--- config.mk ---
export PLATFORM = sky130hd
export DESIGN_NAME = etc_core
export DESIGN_NICKNAME = d
export VERILOG_FILES = /design/src/design/etc_pkg.sv /design/src/design/etc_core.sv /design/src/design/etc_edge_sync.sv /design/src/design/etc_prescaler.sv
export SDC_FILE = /design/constraint.sdc
export NUM_CORES = 1
export LEC_CHECK = 0
export BUFFER_PORTS_ARGS = -buffer_cell sky130_fd_sc_hd__clkbuf_2
export CORE_MARGIN = 4
export CORE_UTILIZATION = 42
export CTS_CLUSTER_SIZE = 30
export DETAILED_ROUTE_END_ITERATION = 8
export SLEW_MARGIN = 10
export SYNTH_ARGS = -nofsm -noshare
export SYNTH_HDL_FRONTEND = slang
export SYNTH_HIERARCHICAL = 1
export SYNTH_SLANG_ARGS = --single-unit
--- constraint.sdc ---
create_clock -name core_clk -period 5 [get_ports core_clk]
set_input_delay 0.25 -clock core_clk [delete_from_list [all_inputs] [get_ports core_clk]]
set_output_delay 0.25 -clock core_clk [all_outputs]
set_load 0.02 [all_outputs]
--- src/design/etc_pkg.sv ---
package etc_pkg;

    // Counter and compare width
    localparam int CNT_W = 8;

    // Count range landmarks
    localparam logic [7:0] CNT_BOTTOM = 8'h00;
    localparam logic [7:0] CNT_MAX = 8'hff;
    localparam logic [7:0] CNT_ONE = 8'h01;

    // Reset values
    localparam logic [7:0] CNT_RST = 8'h00;
    localparam logic [7:0] CMP_RST = 8'h00;
    localparam logic [6:0] CTRL_RST = 7'h00;
    localparam logic [1:0] FLAGS_RST = 2'h0;
    localparam logic [1:0] MASK_RST = 2'h0;

    // Flag and mask bit positions
    localparam int OVF_BIT = 0;
    localparam int CMP_BIT = 1;

    // Prescaler depth and divide ratios
    localparam int PRE_W = 10;
    localparam int DIV_A = 8;
    localparam int DIV_B = 64;
    localparam int DIV_C = 256;
    localparam int DIV_D = 1024;

    // Clock source and active edge
    typedef enum logic [2:0] {
        CS_STOP = 3'b000,
        CS_DIV1 = 3'b001,
        CS_DIV8 = 3'b010,
        CS_DIV64 = 3'b011,
        CS_DIV256 = 3'b100,
        CS_DIV1024 = 3'b101,
        CS_EXT_FALL = 3'b110,
        CS_EXT_RISE = 3'b111
    } etc_clksel_t;

    // Counting sequence
    typedef enum logic [1:0] {
        WM_NORMAL = 2'b00,
        WM_PHASE_PWM = 2'b01,
        WM_CLEAR_ON_COMPARE = 2'b10,
        WM_FAST_PWM = 2'b11
    } etc_wmode_t;

    // Pin action on compare match
    typedef enum logic [1:0] {
        OM_OFF = 2'b00,
        OM_TOGGLE = 2'b01,
        OM_CLEAR = 2'b10,
        OM_SET = 2'b11
    } etc_omode_t;

    // Timer control register layout
    typedef struct packed {
        etc_omode_t outMode;
        etc_wmode_t waveformMode;
        etc_clksel_t clockSelect;
    } etc_ctrl_t;

    // Flag and mask layout
    typedef struct packed {
        logic compareFlag;
        logic overflowFlag;
    } etc_flags_t;

    // Prescaled enable pulses
    typedef struct packed {
        logic div8;
        logic div64;
        logic div256;
        logic div1024;
    } etc_pre_ticks_t;

endpackage : etc_pkg

--- src/design/etc_core.sv ---
`timescale 1ns/1ps

// Behaviour
// - Counter and compare are 8-bit registers
// - Every timer request shows in flag register
// - Per-source mask gates each request
// - Tick from prescaler or external pin
// - Clock select picks source and edge
// - Select zero stops and holds counter
// - CPU reads/writes counter anytime
// - CPU counter write beats tick
// - Tick clears, increments or decrements counter
// - Direction select, top and bottom indications
// - Bottom is 0x00
// - Maximum is 0xFF
// - Top is maximum or compare, per mode
// - Waveform mode bits set count sequence
// - Continuous compare drives output pin
// - Compare match sets compare flag
// - Overflow flag set where mode defines
// - Compare flag set on following tick
// - Normal: up, wrap, overflow at zero
// - Mode 2 clears counter on match
// - Counter write blocks next tick's match
module etc_core (
    // Clock and reset
    input wire logic core_clk,
    input wire logic nrst,
    // External count pin, asynchronous
    input wire logic extCountPin,
    // Counter write port
    input wire logic cntWrEn,
    input wire logic [7:0] cntWrData,
    // Compare write port
    input wire logic cmpWrEn,
    input wire logic [7:0] cmpWrData,
    // Control register write port
    input wire logic ctrlWrEn,
    input wire etc_pkg::etc_ctrl_t ctrlWrData,
    // Mask register write port
    input wire logic maskWrEn,
    input wire etc_pkg::etc_flags_t maskWrData,
    // Flag clear port, write one to clear
    input wire logic flagClrEn,
    input wire etc_pkg::etc_flags_t flagClrData,
    // Register readback
    output logic [7:0] counterValue,
    output logic [7:0] compareValue,
    output etc_pkg::etc_ctrl_t timerControlReg,
    output etc_pkg::etc_flags_t timerMaskReg,
    output etc_pkg::etc_flags_t timerFlagReg,
    // Counter status
    output logic countDown,
    output logic topReached,
    output logic bottomReached,
    // Interrupt requests
    output logic overflowIrq,
    output logic compareIrq,
    // Waveform pin
    output logic compareOutputPin
);
    import etc_pkg::*;

    // Whole state of the timer
    typedef struct packed {
        logic [7:0] counter;    // Live count
        logic [7:0] compare;    // Active compare value
        logic [7:0] compareBuf; // CPU-side compare buffer
        etc_ctrl_t ctrl;        // Control fields
        etc_flags_t mask;       // Interrupt masks
        etc_flags_t flags;      // Sticky flags
        logic dirDown;          // Counting down
        logic blockMatch;       // Match suppressed next tick
        logic pinOut;           // Waveform output level
        logic topInd;           // Counter at top
        logic bottomInd;        // Counter at bottom
        logic ovfIrq;           // Masked overflow request
        logic cmpIrq;           // Masked compare request
    } etc_core_state_t;

    etc_core_state_t q;
    etc_core_state_t d;

    // Prescaler enables
    etc_pre_ticks_t preTicks;

    // Synchronised pin edges
    logic extRise;
    logic extFall;

    // Combinational helpers
    logic tick;
    logic eqNow;
    logic matchEvt;
    logic ovfEvt;
    logic atMax;
    logic atBottom;
    logic [7:0] topVal;
    etc_flags_t clrMask;
    etc_flags_t setMask;

    // Divider for internal clock sources
    etc_prescaler #(
        .PreW(PRE_W)
    ) u_prescaler (
        .core_clk(core_clk),
        .nrst(nrst),
        .preTicks(preTicks)
    );

    // Pin synchroniser and edge detector
    etc_edge_sync u_edge_sync (
        .core_clk(core_clk),
        .nrst(nrst),
        .pinIn(extCountPin),
        .riseEvt(extRise),
        .fallEvt(extFall)
    );

    // Pick the timer tick from the select field
    function automatic logic tickSel(input etc_clksel_t cs,
                                     input etc_pre_ticks_t pt,
                                     input logic rise,
                                     input logic fall);
        unique case (cs)
            CS_STOP: tickSel = 1'b0;
            CS_DIV1: tickSel = 1'b1;
            CS_DIV8: tickSel = pt.div8;
            CS_DIV64: tickSel = pt.div64;
            CS_DIV256: tickSel = pt.div256;
            CS_DIV1024: tickSel = pt.div1024;
            CS_EXT_FALL: tickSel = fall;
            CS_EXT_RISE: tickSel = rise;
        endcase
    endfunction : tickSel

    // PWM modes double buffer the compare value
    function automatic logic isPwm(input etc_wmode_t wm);
        isPwm = (wm == WM_PHASE_PWM) || (wm == WM_FAST_PWM);
    endfunction : isPwm

    // Highest value of the count sequence
    function automatic logic [7:0] topOf(input etc_wmode_t wm,
                                         input logic [7:0] cmp);
        if (wm == WM_CLEAR_ON_COMPARE) begin
            topOf = cmp;
        end else begin
            topOf = CNT_MAX;
        end
    endfunction : topOf

    // Next-state logic
    always_comb begin
        d = q;
        // Tick source and edge
        tick = tickSel(q.ctrl.clockSelect, preTicks,
                       extRise, extFall);
        // Comparator runs every cycle
        eqNow = (q.counter == q.compare);
        atMax = (q.counter == CNT_MAX);
        atBottom = (q.counter == CNT_BOTTOM);
        matchEvt = 1'b0;
        ovfEvt = 1'b0;

        // Control and mask writes
        if (ctrlWrEn) begin
            d.ctrl = ctrlWrData;
        end
        if (maskWrEn) begin
            d.mask = maskWrData;
        end

        // Compare write: buffered in PWM, direct otherwise
        if (cmpWrEn) begin
            d.compareBuf = cmpWrData;
            if (!isPwm(q.ctrl.waveformMode)) begin
                d.compare = cmpWrData;
            end
        end

        // Direction only used by the dual-slope mode
        if (q.ctrl.waveformMode != WM_PHASE_PWM) begin
            d.dirDown = 1'b0;
        end

        // Counting on a timer tick
        if (tick) begin
            // Equality seen before this tick sets the flag now
            matchEvt = eqNow && !q.blockMatch;
            d.blockMatch = 1'b0;
            unique case (q.ctrl.waveformMode)
                WM_NORMAL: begin
                    // Up only, wraps past maximum
                    d.counter = q.counter + CNT_ONE;
                    ovfEvt = atMax;
                end
                WM_CLEAR_ON_COMPARE: begin
                    if (eqNow) begin
                        d.counter = CNT_BOTTOM;
                    end else begin
                        d.counter = q.counter + CNT_ONE;
                    end
                    // Overflow only if the count passes maximum
                    ovfEvt = atMax && !eqNow;
                end
                WM_FAST_PWM: begin
                    if (atMax) begin
                        // Restart and load buffered compare
                        d.counter = CNT_BOTTOM;
                        d.compare = q.compareBuf;
                        ovfEvt = 1'b1;
                    end else begin
                        d.counter = q.counter + CNT_ONE;
                    end
                end
                WM_PHASE_PWM: begin
                    if (!q.dirDown) begin
                        if (atMax) begin
                            // Turn at top, load buffer
                            d.dirDown = 1'b1;
                            d.counter = q.counter - CNT_ONE;
                            d.compare = q.compareBuf;
                        end else begin
                            d.counter = q.counter + CNT_ONE;
                        end
                    end else begin
                        if (atBottom) begin
                            // Turn at bottom, overflow here
                            d.dirDown = 1'b0;
                            d.counter = q.counter + CNT_ONE;
                            ovfEvt = 1'b1;
                        end else begin
                            d.counter = q.counter - CNT_ONE;
                        end
                    end
                end
            endcase

            // Waveform pin response to match and bottom
            unique case (q.ctrl.waveformMode)
                WM_NORMAL, WM_CLEAR_ON_COMPARE: begin
                    if (matchEvt) begin
                        unique case (q.ctrl.outMode)
                            OM_OFF: d.pinOut = q.pinOut;
                            OM_TOGGLE: d.pinOut = ~q.pinOut;
                            OM_CLEAR: d.pinOut = 1'b0;
                            OM_SET: d.pinOut = 1'b1;
                        endcase
                    end
                end
                WM_FAST_PWM: begin
                    // Match edge, then restore at bottom
                    if (q.ctrl.outMode == OM_CLEAR) begin
                        if (atMax) begin
                            d.pinOut = 1'b1;
                        end else if (matchEvt) begin
                            d.pinOut = 1'b0;
                        end
                    end else if (q.ctrl.outMode == OM_SET) begin
                        if (atMax) begin
                            d.pinOut = 1'b0;
                        end else if (matchEvt) begin
                            d.pinOut = 1'b1;
                        end
                    end
                end
                WM_PHASE_PWM: begin
                    // Level follows slope on match
                    if (matchEvt) begin
                        if (q.ctrl.outMode == OM_CLEAR) begin
                            d.pinOut = q.dirDown;
                        end else if (q.ctrl.outMode == OM_SET) begin
                            d.pinOut = ~q.dirDown;
                        end
                    end
                end
            endcase
        end

        // CPU write wins over tick, blocks next match
        if (cntWrEn) begin
            d.counter = cntWrData;
            d.blockMatch = 1'b1;
        end

        // Sticky flags, set beats clear
        setMask.overflowFlag = ovfEvt;
        setMask.compareFlag = matchEvt;
        clrMask = flagClrEn ? flagClrData : etc_flags_t'(FLAGS_RST);
        d.flags = (q.flags & ~clrMask) | setMask;

        // Masked requests
        d.ovfIrq = d.flags.overflowFlag
                   & d.mask.overflowFlag;
        d.cmpIrq = d.flags.compareFlag
                   & d.mask.compareFlag;

        // Top and bottom indications
        topVal = topOf(d.ctrl.waveformMode, d.compare);
        d.topInd = (d.counter == topVal);
        d.bottomInd = (d.counter == CNT_BOTTOM);
        if (topVal == CNT_BOTTOM) begin
            // Zero top: counter sits at both ends
            d.topInd = d.bottomInd;
        end
    end

    // State register, all zero after reset except bottom indication, which resets to one
    always_ff @(posedge core_clk) begin
        if (!nrst) begin
            q.counter <= CNT_RST;
            q.compare <= CMP_RST;
            q.compareBuf <= CMP_RST;
            q.ctrl <= etc_ctrl_t'(CTRL_RST);
            q.mask <= etc_flags_t'(MASK_RST);
            q.flags <= etc_flags_t'(FLAGS_RST);
            q.dirDown <= 1'b0;
            q.blockMatch <= 1'b0;
            q.pinOut <= 1'b0;
            q.topInd <= 1'b0;
            q.bottomInd <= 1'b1;
            q.ovfIrq <= 1'b0;
            q.cmpIrq <= 1'b0;
        end else begin
            q <= d;
        end
    end

    // Outputs straight from state
    assign counterValue = q.counter;
    assign compareValue = q.compareBuf;
    assign timerControlReg = q.ctrl;
    assign timerMaskReg = q.mask;
    assign timerFlagReg = q.flags;
    assign countDown = q.dirDown;
    assign topReached = q.topInd;
    assign bottomReached = q.bottomInd;
    assign overflowIrq = q.ovfIrq;
    assign compareIrq = q.cmpIrq;
    assign compareOutputPin = q.pinOut;

endmodule : etc_core

--- src/design/etc_edge_sync.sv ---
`timescale 1ns/1ps

module etc_edge_sync (
    // Clock and reset
    input wire logic core_clk,
    input wire logic nrst,
    // Asynchronous pin
    input wire logic pinIn,
    // Edge pulses
    output logic riseEvt,
    output logic fallEvt
);
    import etc_pkg::*;

    // Two synchroniser stages, history, edge pulses
    typedef struct packed {
        logic meta;
        logic sync;
        logic prev;
        logic rise;
        logic fall;
        logic [2:0] warm; // Real history once all ones
    } etc_sync_state_t;

    etc_sync_state_t q;
    etc_sync_state_t d;

    // First stage feeds only the second
    always_comb begin
        d = q;
        d.meta = pinIn;
        d.sync = q.meta;
        d.prev = q.sync;
        d.warm = {q.warm[1:0], 1'b1};
        d.rise = q.sync & ~q.prev & q.warm[2];
        d.fall = ~q.sync & q.prev & q.warm[2];
    end

    // State register
    always_ff @(posedge core_clk) begin
        if (!nrst) begin
            q <= '0;
        end else begin
            q <= d;
        end
    end

    assign riseEvt = q.rise;
    assign fallEvt = q.fall;

endmodule : etc_edge_sync

--- src/design/etc_prescaler.sv ---
`timescale 1ns/1ps

module etc_prescaler #(
    parameter int PreW = etc_pkg::PRE_W
) (
    // Clock and reset
    input wire logic core_clk,
    input wire logic nrst,
    // Divided enable pulses
    output etc_pkg::etc_pre_ticks_t preTicks
);
    import etc_pkg::*;

    // Whole state of the divider
    typedef struct packed {
        logic [PreW-1:0] count;
        etc_pre_ticks_t ticks;
    } etc_pre_state_t;

    etc_pre_state_t q;
    etc_pre_state_t d;

    // One-cycle pulse when the low bits wrap
    function automatic logic wrapAt(input logic [PreW-1:0] c,
                                    input int div);
        logic [PreW-1:0] m;
        m = PreW'(div - 1);
        wrapAt = ((c & m) == m);
    endfunction : wrapAt

    // Free running count and tap decode
    always_comb begin
        d = q;
        d.count = q.count + PreW'(1);
        d.ticks.div8 = wrapAt(q.count, DIV_A);
        d.ticks.div64 = wrapAt(q.count, DIV_B);
        d.ticks.div256 = wrapAt(q.count, DIV_C);
        d.ticks.div1024 = wrapAt(q.count, DIV_D);
    end

    // State register
    always_ff @(posedge core_clk) begin
        if (!nrst) begin
            q <= '0;
        end else begin
            q <= d;
        end
    end

    assign preTicks = q.ticks;

endmodule : etc_prescaler

==> metrics.csv, run 1 <==
stage;metric;value;unit
timing;clk_skew;0.0129;ns
hold_path;worst hold-check path type;in2reg;
timing;TNS Setup;0;ns
pwr;pwr dens;308;nW/µm²
synthesis;post-synth top area share;31.8;%
timing;fmax;0.284;GHz
grt;total gr overflow;0;
final_layout;n_diodes;0;
floorplan;Die X-Extent;106;µm
grt;vias in the first global route;3390;
clock_tree;CTS buffer count;9;
job;Max Cap Viol;0;
drt;uppermost routed layer;met4;
outcome;run status;completed;
synthesis;Post-synth ARST share;0;%
synthesis;count of unique library cells instantiated by Yosys;69;
synthesis;Synth Flop Type;dfxtp_1;
setup_path;Max Fanout on Critical Path;7;
setup_path;crit path kind;reg2reg;
synthesis;syn avg cell area;8.35;µm²
floorplan;Core Area;9280;µm²
drt;met3 WL;573;µm
clock_tree;clk buf depth;2;
drt;vias per cell;5.54;
hold_path;WHS Path Cells;2;
setup_path;CP Launch Type;flip-flop;
floorplan;die area;11200;µm²
final_layout;Area growth syn-to-layout;10.4;%
grt;antenna violations before repair;0;
grt;first-pass GRT wire length;16900;µm
drt;DR iter-0 viols;197;
timing;slew margin rel.;32.1;%
clock_tree;Clock transition at path regs;0.08;ns
setup_path;Setup crit end kind;flip-flop;
final_layout;Nets;553;
grt;gr usage total;18.8;%
clock_tree;CTS sink count;64;
drt;met2 WL;4950;µm
drt;DR vias;3556;
placed_design;I/O Buffers;67;
setup_path;CP arrival;3.79;ns
pwr;Pleak;0.00186;µW
drt;Routed Wire Length;10500;µm
timing;Slew Limit Fails;0;
synthesis;Syn Nets;528;
drt;Final ANT Viol Nets;0;
timing;actual slew at the worst max-slew pin;1.01;ns
synthesis;number of flops mapped to enable cells by yosys;0;
drt;WL/cell;16.3;µm
final_layout;layout cells sized above 1;20.9;%
timing;minimum clock period;3.52;ns
grt;pin count of the biggest net entering global routing;35;
floorplan;Initial Util;43.4;%
synthesis;Syn Inst Count;483;
synthesis;Synth area leader;dfxtp_1;
timing;Tcrit/Tclk final;70.3;%
timing;Final setup viols;0;
drt;wl on met1;4760;µm
setup_path;R2R depth;11;
clock_tree;CTS tree;yes;
placed_design;post-detail-place hpwl;7890;µm
clock_tree;post-cts resize count;0;
clock_tree;postcts setup bufs;0;
clock_tree;cts hold-fix bufs;0;
floorplan;Chip Height;106;µm
placed_design;pre-CTS setup slack;1.48;ns
clock_tree;root cell of the clock tree;clkbuf_8;
floorplan;I/O pins;68;
synthesis;YS warnings;6;
timing;final hold violations;0;
drt;First-pass DRT Iterations;5;
timing;Setup WS post-layout;1.48;ns
drt;# DRC;0;
synthesis;cell with the most instances after synthesis;dfxtp_1;
synthesis;Post-Syn Area;4030;µm²
timing;RSZ-0062 raised after global routing;no;
synthesis;post-synthesis sequential area ratio;31.8;%
pwr;worst vdd ir;0.188;mV
synthesis;synth top area cells;dfxtp_1 32%, mux2i_1 7.4%, buf_4 6.0%, nor2_1 5.4%, a21oi_1 3.2%;
pwr;Pwr Total;1370;µW
clock_tree;H-tree depth;3;
floorplan;num rows;35;
synthesis;synth cell count leaders;64 x dfxtp_1, 58 x nor2_1, 32 x buf_4;
placed_design;final RePlAce weighted congestion;0.908;
clock_tree;clock latency on the worst-skew pair;0.35;ns
synthesis;flops & latches, synth;64;
setup_path;Critical Path RT;5.27;ns
flip-flops by register name (all words and copies together), names as in the netlist, 2 cells and up:
register              flops
q                         9
timerFlagReg              2
compareValue              8
u_prescaler/q            10
counterValue              8
u_edge_sync/q             2
timerMaskReg              2
u_prescaler/preTicks      4
u_edge_sync/d             4
timerControlReg           7
power by group:
part / switching (µW) / internal (µW) / leakage, µW
combinational: 134 / 96.9 / 0.00121
clock: 222 / 347 / 0.000123
sequential: 38.4 / 532 / 0.000525
final cells by class:
class                   instances  area [µm²]
inverters                      17        63.8
clock buffers                  10         138
well taps                     129         161
clock inverters                 6         115
repair buffers                 67         335
multi-input cells             349        2360
flip-flops and latches         64        1280
fillers                       956        4830
worst max-delay path, cell delays in order, from the launching register on:
cell      delay (ns)
dfxtp_1         0.51
inv_1           0.13
ha_1            0.32
nand2b_1        0.20
a31oi_1         0.34
nand2_1         0.23
a221oi_1        0.31
nor3_1          0.12
nor3_1          0.48
mux2_1          0.38
o22a_1          0.23
o31ai_2         0.20
placed cells by master (no fill, tap or decap), types with 3 or more instances in the layout:
cell type	netlist	final
o22ai_1	6	6
nor2b_1	7	7
dfxtp_1	64	64
o31ai_1	3	3
o21ai_1	5	5
mux2i_1	30	30
o211ai_1	3	3
nor3_1	14	14
and4_1	3	3
a211o_1	3	3
mux2_1	4	4
ha_1	10	10
nand2b_1	8	8
o21ai_0	16	16
a31oi_1	5	5
or3_1	4	4
and2_1	12	12
a21o_1	5	5
xnor2_1	13	13
inv_1	16	16
mux2_2	4	4
xor2_1	4	4
nand4_1	4	4
nand2_1	26	26
nor3b_1	4	4
clkbuf_2	0	67
and2_2	6	6
and4b_1	3	3
a21boi_0	3	3
bufinv_16	0	3
nand3_1	10	10
clkbuf_8	0	10
a21oi_1	26	26
nor2_1	58	58
nor4_1	8	8
metrics by stage:
| step | utilization [%] | instance area (µm²) | hold slack [ns] | std cells |
|---|---|---|---|---|
| after global placement | 45.2 | 4200 | 0.428 | 626 |
| final | 48.0 | 4450 | 0.110 | 642 |
| after CTS | 48.0 | 4450 | 0.0923 | 642 |
| after global routing | 48.0 | 4450 | 0.0983 | 642 |
| after detailed placement | 45.2 | 4200 | 0.433 | 626 |
| after floorplan | - | 4030 | 0.278 | 483 |
logic make-up (layout without fill, tap and decap cells):
kind of cell,count (synthesis),count (layout),synth area share (%)
multiplexers,40,40,10.8
buffers and inverters,70,100,9.74
AND/OR/NAND/NOR,183,183,24.5
AO/OA/AOI/OAI,99,99,16.4
XOR/XNOR,17,17,3.69
flip-flops,64,64,31.8
adder cells (fa/ha/maj),10,10,3.10
path summary, 6_finish.rpt:
kind | start | to | slack, ns
worst max register to register | timerControlReg[3] | topReached | 1.48
worst max-delay path | timerControlReg[3] | topReached | 1.48
worst min register to register | u_edge_sync/d[1] | u_edge_sync/d[2] | 0.45
worst min-delay path | extCountPin | u_edge_sync/d[6] | 0.11
routing by layer:
metal	track usage, %	vias to the layer above
met4	7.68	0
li1	-	1751
met1	25.2	1672
met5	0	-
met2	30.2	116
met3	3.10	17
(Power assumes the default switching activity.)
==> run 2: changes to the inputs <==
Clock period 5 ns to 2.9 ns, I/O delays scaled along.
==> metrics.csv, run 2 (synthesis gave the netlist of run 1 again) <==
stage;metric;value;unit
placed_design;pre-CTS setup slack;-0.0461;ns
drt;Final ANT Viol Nets;0;
clock_tree;Clock transition at path regs;0.08;ns
timing;Setup WS post-layout;0.0113;ns
final_layout;layout cells sized above 1;31.7;%
grt;gr usage total;19.7;%
clock_tree;CTS buffer count;9;
setup_path;R2R depth;10;
grt;first-pass GRT wire length;17800;µm
floorplan;Die X-Extent;106;µm
setup_path;Worst R2R Start;counterValue[4];
timing;hold slack;0.0394;ns
drt;First-pass DRT Iterations;5;
timing;actual slew at the worst max-slew pin;0.402;ns
grt;antenna violations before repair;0;
drt;DR iter-0 viols;265;
grt;total gr overflow;0;
drt;Routed Wire Length;11300;µm
setup_path;crit path kind;reg2reg;
timing;final hold violations;0;
floorplan;Chip Height;106;µm
clock_tree;clock latency on the worst-skew pair;0.34;ns
setup_path;Max Fanout on Critical Path;4;
placed_design;post-detail-place hpwl;8700;µm
grt;GR peak layer;met2;
timing;slew margin rel.;73.2;%
pwr;Pwr Total;2330;µW
job;Max Cap Viol;0;
outcome;run status;completed;
clock_tree;CTS sink count;64;
final_layout;most frequent cells in the layout;67 x clkbuf_2, 60 x dfxtp_1, 58 x nor2_1, 52 x buf_4, 30 x mux2i_1;
grt;pin count of the biggest net entering global routing;30;
final_layout;Most flops, register;u_prescaler/q;
setup_path;Worst setup startpoint;counterValue[4];
setup_path;Critical Path RT;3.16;ns
clock_tree;cts hold-fix bufs;0;
grt;grt met1 use;26.2;%
floorplan;Core Area;9280;µm²
floorplan;die area;11200;µm²
final_layout;fin util;53.0;%
timing;Slew Limit Fails;0;
hold_path;WHS Path Cells;2;
timing;Tcrit/Tclk final;99.6;%
setup_path;CP arrival;3.15;ns
final_layout;n_diodes;0;
setup_path;flop2flop setup slack;0.01;ns
floorplan;Initial Util;43.4;%
final_layout;Finished Cell Area;4920;µm²
final_layout;commonest non-fill, non-tap cell in the layout;clkbuf_2;
pwr;Pleak;0.00214;µW
setup_path;Setup crit end kind;flip-flop;
placed_design;I/O Buffers;67;
floorplan;num rows;35;
grt;met3 Use GR;3.34;%
timing;minimum clock period;2.89;ns
placed_design;final RePlAce weighted congestion;0.962;
timing;fmax;0.346;GHz
timing;Final setup viols;0;
drt;DR vias;3848;
clock_tree;root cell of the clock tree;clkbuf_8;
floorplan;I/O pins;68;
clock_tree;H-tree depth;3;
setup_path;Setup crit end;topReached;
final_layout;Area growth syn-to-layout;22.0;%
drt;WL/cell;16.2;µm
grt;vias in the first global route;3591;
placed_design;placed inst area;4550;µm²
clock_tree;CTS tree;yes;
timing;RSZ-0062 raised after global routing;yes;
final_layout;Nets;608;
final_layout;Largest regs;u_prescaler/q: 10 flops, q: 9 flops;
final_layout;max reg flops;10;
setup_path;RR Endpoint;topReached;
grt;met2 usage;32.6;%
hold_path;worst hold-check path type;in2reg;
clock_tree;clk buf depth;2;
pwr;worst vdd ir;0.294;mV
setup_path;CP Launch Type;flip-flop;
pwr;pwr dens;475;nW/µm²
drt;# DRC;0;
drt;vias per cell;5.52;
timing;clk_skew;0.0107;ns
## run 2: cell types whose count changed in the layout (fill, tap and decap cells not counted), sizes merged
cell / change
clkinvlp: -1
mux4: +1
clkbuf: -1
buf: +54
clkinv: +1
inv: +2
bufinv: -1
## run 2: worst min-delay path by stage
stage,endpoint,from,slack [ns]
2_1_floorplan,u_edge_sync/d[1],nrst,0.17
3_3_place_gp,timerControlReg[6],ctrlWrData[6],0.38
3_5_place_dp,u_edge_sync/d[6],extCountPin,0.39
4_1_cts,timerControlReg[5],ctrlWrData[5],0.03
5_1_grt,u_edge_sync/d[6],extCountPin,0.02
6_report,u_edge_sync/d[6],extCountPin,0.04
## run 2: through the flow
step	TNS, ns	instances
after floorplan	0	483
after global placement	-0.0323	672
after detailed placement	-0.0461	672
after CTS	0	688
after global routing	-0.0905	697
final	0	697
## run 2: timing repair
| item | 4_1_cts | 5_1_grt |
|---|---|---|
| gates resized for setup | 2 | 22 |
| setup buffers | 0 | 8 |
| gates cloned | 0 | 1 |
| endpoints found under the setup margin | 1 | 2 |
| pin swaps | 1 | 12 |
## run 2: per-layer routing
metal | wire length (µm) | vias to the layer above
met4 | 250 | 0
met5 | 0 | -
met2 | 5490 | 129
met3 | 491 | 28
met1 | 5080 | 1832
li1 | - | 1859
## run 2: area by class of cell
cell class,instances,area (µm²)
Sequential cell,64,1290
Clock buffer,9,124
Multi-Input combinational cell,350,2440
Clock inverter,7,100
Fill cell,937,4370
Tap cell,129,161
Timing Repair Buffer,121,742
Inverter,17,63.8
## run 2: critical path: stages, from the launching register on
cell     delay (ns)
dfxtp_1        0.37
or4_4          0.58
nor3_4         0.22
buf_4          0.15
o22ai_2        0.07
a311o_1        0.33
a32oi_2        0.24
a21oi_1        0.06
or3_1          0.36
a211o_1        0.24
o31ai_2        0.20
## run 2: report_power, final
group          switching, µW  total [µW]  internal [µW]  leakage [µW]
sequential              41.5         958            917      0.000526
combinational            279         507            228       0.00150
clock                    376         869            493      0.000115
total                    697        2330           1640       0.00214
==> run 3: changes to the inputs <==
Settings changed: BUFFER_PORTS_ARGS -buffer_cell sky130_fd_sc_hd__clkbuf_2 to -buffer_cell sky130_fd_sc_hd__buf_4.
==> metrics.csv, run 3 (synthesis gave the netlist of run 1 again) <==
stage;metric;value;unit
setup_path;Setup crit end kind;flip-flop;
grt;antenna violations before repair;0;
setup_path;max incr delay on CP;0.54;ns
final_layout;Nets;613;
clock_tree;cts hold-fix bufs;0;
timing;Final setup viols;0;
clock_tree;CTS tree;yes;
grt;gr usage total;19.8;%
grt;first-pass GRT wire length;18100;µm
floorplan;Chip Height;106;µm
drt;DR iter-0 viols;281;
setup_path;CP arrival;3.10;ns
clock_tree;clk buf depth;2;
final_layout;Largest regs;u_prescaler/q: 10 flops, q: 9 flops;
job;Max Cap Viol;0;
drt;DR vias;3798;
drt;First-pass DRT Iterations;5;
placed_design;post-detail-place hpwl;8540;µm
floorplan;Core Area;9280;µm²
grt;total gr overflow;0;
final_layout;commonest non-fill, non-tap cell in the layout;buf_4;
timing;final hold violations;0;
final_layout;Finished Cell Area;5290;µm²
clock_tree;Clock transition at path regs;0.08;ns
floorplan;Die X-Extent;106;µm
grt;pin count of the biggest net entering global routing;25;
timing;Tcrit/Tclk final;97.9;%
clock_tree;CTS buffer count;9;
floorplan;I/O pins;68;
setup_path;Worst setup startpoint;timerControlReg[2];
hold_path;worst hold-check path type;in2reg;
placed_design;I/O Buffers;67;
final_layout;layout cells sized above 1;35.8;%
timing;Slew Limit Fails;0;
drt;WL/cell;16.3;µm
timing;hold slack;0.0134;ns
setup_path;CP Launch Type;flip-flop;
final_layout;most frequent cells in the layout;122 x buf_4, 60 x dfxtp_1, 58 x nor2_1, 30 x mux2i_1, 24 x nand2_1;
floorplan;die area;11200;µm²
drt;Final ANT Viol Nets;0;
pwr;worst vdd ir;0.417;mV
floorplan;Initial Util;43.4;%
pwr;pwr dens;456;nW/µm²
timing;RSZ-0062 raised after global routing;yes;
timing;slew margin rel.;56.3;%
outcome;run status;completed;
setup_path;Max Fanout on Critical Path;8;
timing;minimum clock period;2.84;ns
placed_design;placed inst area;4760;µm²
setup_path;R2R depth;10;
grt;vias in the first global route;3681;
drt;Routed Wire Length;11400;µm
timing;fmax;0.352;GHz
setup_path;crit path cell chain;mux2i_1 -> mux4_2 -> buf_12 -> nor3_4 -> a21o_1 -> nor4_1 -> and4b_1 -> or3_1 -> a211o_1 -> o31ai_2;
pwr;Pleak;0.00224;µW
floorplan;num rows;35;
drt;# DRC;0;
clock_tree;root cell of the clock tree;clkbuf_8;
setup_path;crit path kind;reg2reg;
final_layout;Most flops, register;u_prescaler/q;
setup_path;Critical Path RT;3.16;ns
drt;vias per cell;5.41;
setup_path;Worst R2R Start;timerControlReg[2];
placed_design;final RePlAce weighted congestion;0.899;
timing;actual slew at the worst max-slew pin;0.656;ns
final_layout;n_diodes;0;
hold_path;min-delay src;extCountPin;
clock_tree;H-tree depth;3;
hold_path;WHS Path Cells;2;
clock_tree;CTS sink count;64;
setup_path;Worst path slowest cell;mux4_2;
final_layout;max reg flops;10;
final_layout;Area growth syn-to-layout;31.1;%
timing;clk_skew;0.0124;ns
clock_tree;clock latency on the worst-skew pair;0.34;ns
==> run 3: changes by cell type in the layout (fill, tap and decap cells not counted), sizes merged <==
cell / delta
buf: +72
clkbuf: -67
clkinv: +1
clkinvlp: +1
inv: -2
==> run 3: what timing repair did <==
item                                    in CTS  in global routing
setup buffers                                0                  9
pin swaps                                    0                 20
endpoints found under the setup margin       1                  2
resized for setup                            3                 46
cloned                                       1                  0
==> run 3: worst paths after layout <==
check / end / slack [ns]
max: topReached / 0.06
min: u_edge_sync/d[6] / 0.01
max reg2reg: topReached / 0.06
min reg2reg: u_edge_sync/q[2] / 0.45
==> run 3: worst max-delay path: cells and delay by family, from the launching register on <==
family          cells  cell delay, ns
simple gates        4            0.90
mux                 2            0.66
compound gates      3            0.65
flops               1            0.38
buf+inv             1            0.16
==> run 3: routing by layer <==
| metal | part of all wire [%] | vias to the layer above | GRT usage, % |
|---|---|---|---|
| li1 | - | 1871 | - |
| met1 | 45 | 1792 | 26.2 |
| met2 | 49 | 126 | 33.2 |
| met3 | 5.1 | 9 | 3.52 |
| met4 | 1.0 | 0 | 5.46 |
| met5 | 0 | - | 0 |
==> run 3: power breakdown <==
part | internal [µW] | switching, µW | total (µW)
Clock | 494 | 380 | 874
Sequential | 917 | 40.0 | 957
Combinational | 282 | 299 | 580
Total | 1690 | 719 | 2410
==> run 3: cell type report <==
| cell class | count | area [µm²] |
|---|---|---|
| Multi-Input combinational cell | 350 | 2560 |
| Fill cell | 871 | 4000 |
| Tap cell | 129 | 161 |
| Timing Repair Buffer | 126 | 987 |
| Clock inverter | 7 | 105 |
| Sequential cell | 64 | 1290 |
| Inverter | 17 | 63.8 |
| Clock buffer | 9 | 124 |
==> run 3: metrics by stage <==
step / total power [µW] / util [%] / std cells / setup WS, ns / setup TNS [ns]
detailed placement: 1500 / 51.3 / 677 / -0.0975 / -0.0975
finish: 2410 / 57.0 / 702 / 0.0616 / 0
global route: 2530 / 57.0 / 702 / -0.0412 / -0.0412
floorplan: 1310 / - / 483 / 0.0299 / 0
CTS: 2380 / 54.2 / 694 / 0.0166 / 0
global placement: 1490 / 51.3 / 677 / 0.0197 / 0
